**src/logic/swmx_params.svh**
```systemverilog
// Offsets, bit positions, masks and reset values of the switch registers
`ifndef SWMX_PARAMS_SVH
`define SWMX_PARAMS_SVH

// ----------------------------------------------------------------------
// Register byte addresses
// ----------------------------------------------------------------------
`define SWMX_NEG_ADDR        32'h0000_2154
`define SWMX_POS_ADDR        32'h0000_2158

// ----------------------------------------------------------------------
// Reset values and writable masks
// ----------------------------------------------------------------------
`define SWMX_NEG_RESET       32'h0000_0000
`define SWMX_POS_RESET       32'h0000_0000
`define SWMX_NEG_WMASK       32'h0000_0f7f
`define SWMX_POS_WMASK       32'h0000_7fff

// ----------------------------------------------------------------------
// Negative register bit positions
// ----------------------------------------------------------------------
`define SWMX_N_INPUT0        0
`define SWMX_N_INPUT1        1
`define SWMX_N_INPUT2        2
`define SWMX_N_INPUT3        3
`define SWMX_N_SENSE_LOAD    4
`define SWMX_N_SENSE_PLAIN   5
`define SWMX_N_AUX3_LOAD     6
`define SWMX_N_RESERVED7     7
`define SWMX_N_SENSE_DIRECT  8
`define SWMX_N_CAL_B         9
`define SWMX_N_SHORT_TIA     10
`define SWMX_N_SHORT_B       11

// ----------------------------------------------------------------------
// Positive register bit positions
// ----------------------------------------------------------------------
`define SWMX_P_SHORT_B       14
`define SWMX_P_LOW_MSB       13

`endif

```
**src/logic/swmx_pkg.sv**
```systemverilog
// Types shared by the switch matrix register bank
package swmx_pkg;

  typedef struct packed {
    logic [31:0] addr;
    logic [31:0] wdata;
    logic        wr;
    logic        rd;
  } reg_req_t;

  typedef struct packed {
    logic neg_short_b_sw;
    logic neg_short_tia_sw;
    logic neg_to_cal_resistor_b_sw;
    logic neg_to_sense_direct_sw;
    logic neg_to_aux3_via_load_sw;
    logic neg_to_sense_plain_sw;
    logic neg_to_sense_via_load_sw;
    logic neg_to_input3_sw;
    logic neg_to_input2_sw;
    logic neg_to_input1_sw;
    logic neg_to_input0_sw;
  } neg_switches_t;

  typedef struct packed {
    logic        pos_short_b_sw;
    logic [13:0] pos_low_sw;
  } pos_switches_t;

endpackage

```
**src/logic/excitation_switch_matrix_regs.sv**
```systemverilog
// Switch matrix control registers for the excitation amplifier
//
// Design decision made here: the address-and-strobe port.
`timescale 1ns/1ps
`include "swmx_params.svh"
module excitation_switch_matrix_regs #(
  parameter int ADDR_W = 32
) (
  input  wire logic               core_clk,
  input  wire logic               sys_rst,
  input  wire swmx_pkg::reg_req_t bus_req,
  output logic             [31:0] rd_data,
  output swmx_pkg::neg_switches_t neg_sw,
  output swmx_pkg::pos_switches_t pos_sw
);
  import swmx_pkg::*;

  // ----------------------------------------------------------------------
  // Elaboration check
  // ----------------------------------------------------------------------
  // Decode compares a full 32-bit address
  if (ADDR_W != 32) begin : g_bad_addr
    $error("ADDR_W must be 32");
  end

  // ----------------------------------------------------------------------
  // Address decode
  // ----------------------------------------------------------------------
  function automatic logic addr_hit(input logic [31:0] addr,
                                    input logic [31:0] target);
    addr_hit = (addr == target);
  endfunction

  logic        sel_neg;
  logic        sel_pos;
  logic        wr_neg;
  logic        wr_pos;
  logic [31:0] neg_value;
  logic [31:0] pos_value;

  always_comb begin
    sel_neg = 1'b0;
    sel_pos = 1'b0;
    if (addr_hit(bus_req.addr, `SWMX_NEG_ADDR)) begin
      sel_neg = 1'b1;
    end else if (addr_hit(bus_req.addr, `SWMX_POS_ADDR)) begin
      sel_pos = 1'b1;
    end
  end

  assign wr_neg = bus_req.wr && sel_neg;
  assign wr_pos = bus_req.wr && sel_pos;

  // ----------------------------------------------------------------------
  // Register storage
  // ----------------------------------------------------------------------
  // Mask drops bit 7 and bits 31:12 on write
  switch_ctrl_reg #(
    .WMASK (`SWMX_NEG_WMASK),
    .RESET (`SWMX_NEG_RESET)
  ) u_neg_reg (
    .core_clk (core_clk),
    .sys_rst  (sys_rst),
    .wr_en    (wr_neg),
    .wdata    (bus_req.wdata),
    .value    (neg_value)
  );

  // Bits 14:0 all store; 31:15 never do
  switch_ctrl_reg #(
    .WMASK (`SWMX_POS_WMASK),
    .RESET (`SWMX_POS_RESET)
  ) u_pos_reg (
    .core_clk (core_clk),
    .sys_rst  (sys_rst),
    .wr_en    (wr_pos),
    .wdata    (bus_req.wdata),
    .value    (pos_value)
  );

  reg_read_port u_read (
    .core_clk  (core_clk),
    .sys_rst   (sys_rst),
    .rd_en     (bus_req.rd),
    .sel_neg   (sel_neg),
    .sel_pos   (sel_pos),
    .neg_value (neg_value),
    .pos_value (pos_value),
    .rd_data   (rd_data)
  );

  // ----------------------------------------------------------------------
  // Switch outputs
  // ----------------------------------------------------------------------
  // Pure wiring from flops, so no decode glitch reaches an analog switch
  assign neg_sw.neg_to_cal_resistor_b_sw = neg_value[`SWMX_N_CAL_B];
  assign neg_sw.neg_to_sense_direct_sw   =
    neg_value[`SWMX_N_SENSE_DIRECT];
  assign neg_sw.neg_to_aux3_via_load_sw  =
    neg_value[`SWMX_N_AUX3_LOAD];
  assign neg_sw.neg_to_sense_plain_sw    =
    neg_value[`SWMX_N_SENSE_PLAIN];
  assign neg_sw.neg_to_sense_via_load_sw =
    neg_value[`SWMX_N_SENSE_LOAD];
  assign neg_sw.neg_to_input3_sw         = neg_value[`SWMX_N_INPUT3];
  assign neg_sw.neg_to_input2_sw         = neg_value[`SWMX_N_INPUT2];
  assign neg_sw.neg_to_input1_sw         = neg_value[`SWMX_N_INPUT1];
  assign neg_sw.neg_to_input0_sw         = neg_value[`SWMX_N_INPUT0];
  assign neg_sw.neg_short_tia_sw         =
    neg_value[`SWMX_N_SHORT_TIA];
  assign neg_sw.neg_short_b_sw           = neg_value[`SWMX_N_SHORT_B];
  assign pos_sw.pos_short_b_sw           = pos_value[`SWMX_P_SHORT_B];
  assign pos_sw.pos_low_sw               =
    pos_value[`SWMX_P_LOW_MSB:0];
endmodule

```
**src/logic/switch_ctrl_reg.sv**
```systemverilog
// One switch control register with a writable-bit mask
`timescale 1ns/1ps
module switch_ctrl_reg #(
  parameter logic [31:0] WMASK = 32'hffff_ffff,
  parameter logic [31:0] RESET = 32'h0000_0000
) (
  input  wire logic        core_clk,
  input  wire logic        sys_rst,
  input  wire logic        wr_en,
  input  wire logic [31:0] wdata,
  output logic      [31:0] value
);

  logic [31:0] next_value;

  // ----------------------------------------------------------------------
  // Masked update
  // ----------------------------------------------------------------------
  // Reserved bits never store, so they cannot reach a switch
  always_comb begin
    next_value = value;
    if (wr_en) begin
      next_value = wdata & WMASK;
    end
  end

  always_ff @(posedge core_clk) begin
    if (sys_rst) begin
      value <= RESET;
    end else begin
      value <= next_value;
    end
  end

endmodule

```
**src/logic/reg_read_port.sv**
```systemverilog
// Registered read-back multiplexer for the switch registers
`timescale 1ns/1ps
module reg_read_port (
  input  wire logic        core_clk,
  input  wire logic        sys_rst,
  input  wire logic        rd_en,
  input  wire logic        sel_neg,
  input  wire logic        sel_pos,
  input  wire logic [31:0] neg_value,
  input  wire logic [31:0] pos_value,
  output logic      [31:0] rd_data
);

  logic [31:0] next_rd_data;

  // ----------------------------------------------------------------------
  // Read mux
  // ----------------------------------------------------------------------
  // Data stands one cycle only; unmapped addresses answer zero
  always_comb begin
    next_rd_data = 32'h0000_0000;
    if (rd_en && sel_neg) begin
      next_rd_data = neg_value;
    end else if (rd_en && sel_pos) begin
      next_rd_data = pos_value;
    end
  end

  always_ff @(posedge core_clk) begin
    if (sys_rst) begin
      rd_data <= 32'h0000_0000;
    end else begin
      rd_data <= next_rd_data;
    end
  end

endmodule

```
**config.mk**
```make
export PLATFORM = sky130hd
export DESIGN_NAME = excitation_switch_matrix_regs
export DESIGN_NICKNAME = d
export VERILOG_FILES = /design/src/logic/swmx_pkg.sv /design/src/logic/excitation_switch_matrix_regs.sv /design/src/logic/switch_ctrl_reg.sv /design/src/logic/reg_read_port.sv
export VERILOG_INCLUDE_DIRS = /design/src /design/src/logic
export SDC_FILE = /design/constraint.sdc
export NUM_CORES = 1
export LEC_CHECK = 0
export ABC_AREA = 1
export ABC_CLOCK_PERIOD_IN_PS = 900
export BUFFER_PORTS_ARGS = -buffer_cell sky130_fd_sc_hd__buf_2
export CORE_MARGIN = 2
export CORE_UTILIZATION = 35
export CTS_CLUSTER_SIZE = 16
export DETAILED_ROUTE_END_ITERATION = 6
export PLACE_DENSITY_LB_ADDON = 0.08
export SLEW_MARGIN = 5
export SYNTH_ARGS = -nofsm -noshare
export SYNTH_HDL_FRONTEND = slang
export SYNTH_SLANG_ARGS = --single-unit
```
**constraint.sdc**
```tcl
create_clock -name core_clk -period 0.9 [get_ports core_clk]
set_input_delay 0.045 -clock core_clk [delete_from_list [all_inputs] [get_ports core_clk]]
set_output_delay 0.045 -clock core_clk [all_outputs]
set_load 0.01 [all_outputs]
```
==> results.json <==
{
  "cts_hold_buf": 0,
  "design_area_um2": 3166,
  "async_flop_share_pct": 0,
  "grt_pass1_vias": 1786,
  "timing.rr.start": "u_neg_reg.value[3]",
  "start_util_pct": 35.82,
  "antenna_cells": 0,
  "fp-row-count": 28,
  "p_int_mw": 2.698,
  "port_buffers": 91,
  "clkSinkCount": 41,
  "grt_pass1_wl_um": 8549,
  "critPathKind": "primary input to register",
  "grt_max_degree": 32,
  "synth_commonest_cells": "nor2_1, nand2_1, dfxtp_1",
  "failed_checks": "setup timing",
  "synth_area_per_cell_um2": 6.917,
  "synth_top_family_by_area": "simple AND/OR/NAND/NOR gates",
  "vias": 2186,
  "finClkSkew_ps": 5.182,
  "hp-start": "bus_req[9]",
  "ant_nets": 0,
  "ir_drop_v": 0.0006843,
  "cts.path.max_buffers": 2,
  "min_path_type": "primary input to register",
  "synth_edf_count": 0,
  "place_hpwl_um": 4082,
  "worst_slack_ps": -10.03,
  "finalHoldViolations": 0,
  "dieArea_um2": 6623,
  "chipHeight_um": 81.38,
  "slew_violations": 0,
  "grt-ovfl-total": 0,
  "grt_antenna_before_repair": 0,
  "swShare_pct": 24.60,
  "cp.required_ps": 1090,
  "power_leakage_nw": 1.568,
  "drtIter0Drc": 77,
  "critPathSlowestCell": "nor2_2",
  "ys_ff_latch": 41,
  "netlist.top_cell.by_area": "dfxtp_1",
  "yosysUniqueCellTypes": 18,
  "synth_ff_type": "dfxtp_1",
  "yosys.area_share.adder_pct": 0,
  "first_pass_iters": 4,
  "rsz0062_at_grt": "true",
  "detail_route.vias_per_cell": 4.526,
  "pwr-share-comb_pct": 12.5,
  "cts_buffers": 5,
  "placed_area_um2": 2808,
  "clk_pin_slew_worst_paths_ps": 80,
  "max_stage_delay_ps": 130,
  "yosys.area_share.simple_pct": 37.07,
  "routedWlPerCell_um": 11.93,
  "htree_num_levels": 2,
  "place_congestion": 0.7304,
  "cts_tree": "built",
  "status": "finished, violations left",
  "critPathCaptureType": "register",
  "power_frac_clock_pct": 36.8,
  "io_pins": 126,
  "synth-compound-area-share_pct": 6.209,
  "layout-drive-gt1-share_pct": 44.12,
  "synth-warning-count": 0,
  "insertion_delay_ps": 290,
  "fmax_mhz": 1099,
  "crit_chain": "buf_2, nor2_2, nand2_1, nor2_2, nand2_2, nor2_4, buf_12, buf_12, nand3_1, nand2_1, nor2_1",
  "fin_crit_ps": 910.0,
  "startpoint": "bus_req[46]",
  "die_x_um": 81.38,
  "syn_to_final_growth_pct": 51.04,
  "final_cells": 483,
  "arrival_ps": 1100,
  "nets": 475,
  "start_kind": "primary input",
  "drc_errors": 0,
  "synthCells": 303,
  "crit_family": "simple AND/OR/NAND/NOR gates",
  "crit_buf_inv": 3,
  "power.switching_mw": 0.8806,
  "p_seq_share_pct": 50.6,
  "dp_cells": 469,
  "netlist_area_um2": 2096,
  "path_max_fanout": 8,
  "core_area_um2": 5851,
  "synth-xor-area-share_pct": 0,
  "cts-root-buf": "clkbuf_8",
  "grt_usage_pct": 16.74,
  "yosysMostFrequentCell": "nor2_1",
  "synthTopCellsByArea": "dfxtp_1, nor2_1, buf_4",
  "setup_viol_count_final": 2,
  "power.density_nw_per_um2": 1131,
  "fin_crit_sh_pct": 101.1,
  "muxShareOfSynthArea_pct": 0,
  "max-cap-violations": 0,
  "yosysSeqAreaShare_pct": 39.16,
  "wl_um": 5760,
  "yosys.area.top_type_share_pct": 39.16
}
==> worst paths after layout <==
| path | endpoint | slack (ps) | depth (start not counted) |
|---|---|---|---|
| max | u_pos_reg.value[1] | -10 | 11 |
| min | u_pos_reg.value[7] | 50 | 5 |
| max reg2reg | u_read.rd_data[3] | 150 | 4 |
| min reg2reg | u_read.rd_data[13] | 450 | 2 |
==> repair_timing <==
action,CTS,global route
cloned,0,3
setup endpoints to repair,11,41
setup buffers,0,3
resized for setup,2,39
pin swaps,0,22
==> cell usage in the layout (no fill, tap or decap), types with 12 or more instances in the layout <==
cell type  instances
a21oi_1           25
buf_2             84
buf_4             12
conb_1            17
dfxtp_1           36
inv_1             30
nand2_1           44
nand3_2           20
nand4_1           23
nor2_1            45
nor2_2            12
==> layout make-up <==
type                    count  area [um^2]
clock buffers               7        96.34
clock inverters             1        5.005
fillers                   583         2685
inverters                  32        130.1
multi-input cells         211         1157
flip-flops and latches     41        827.0
well taps                  75        93.84
repair buffers            116        855.8
==> metrics by stage <==
step           utilization (%)  setup TNS [ps]  worst slack (ps)  hold slack [ps]  power [mW]
4_1_cts                  49.76          -64.97            -15.72            54.74       3.569
6_report                 54.11          -13.37            -10.03            52.98       3.579
3_3_place_gp             47.99          -11250            -319.2            356.7       2.245
5_1_grt                  54.11           -1290            -80.38            94.77       3.711
2_1_floorplan                -           -1703            -96.20            199.2       2.105
3_5_place_dp             47.99          -11050            -321.6            362.8       2.248
==> power by group through the flow <==
stage	sequential [mW]	clock (mW)	combinational (mW)
2_1_floorplan	1.85	0	0.250
3_3_place_gp	1.85	0	0.390
3_5_place_dp	1.85	0	0.393
4_1_cts	1.81	1.36	0.394
5_1_grt	1.81	1.40	0.498
6_report	1.81	1.32	0.449
==> worst min-delay path: cells and delay by family <==
family	cells	cell delay [ps]
buf+inv	2	120
simple gates	3	160
==> metal layers <==
layer  GRT usage [%]  vias to the layer above  routed length [um]
met5               0                        -                   0
met4           7.627                        0                  76
met3           2.222                        7                 386
met2           25.00                       76                2643
met1           23.79                      960                2654
li1                -                     1143                   -
==> flip-flops by register name, summed over array words and instances (netlist names) <==
name	flops
u_pos_reg.value	15
u_neg_reg.value	11
u_read.rd_data	15
==> logic make-up after synthesis <==
kind of cell,count (synthesis)
other cells,1
flops,41
simple gates,168
compound gates,26
buf+inv,67
No activity file was read; power rests on OpenSTA's default activity.
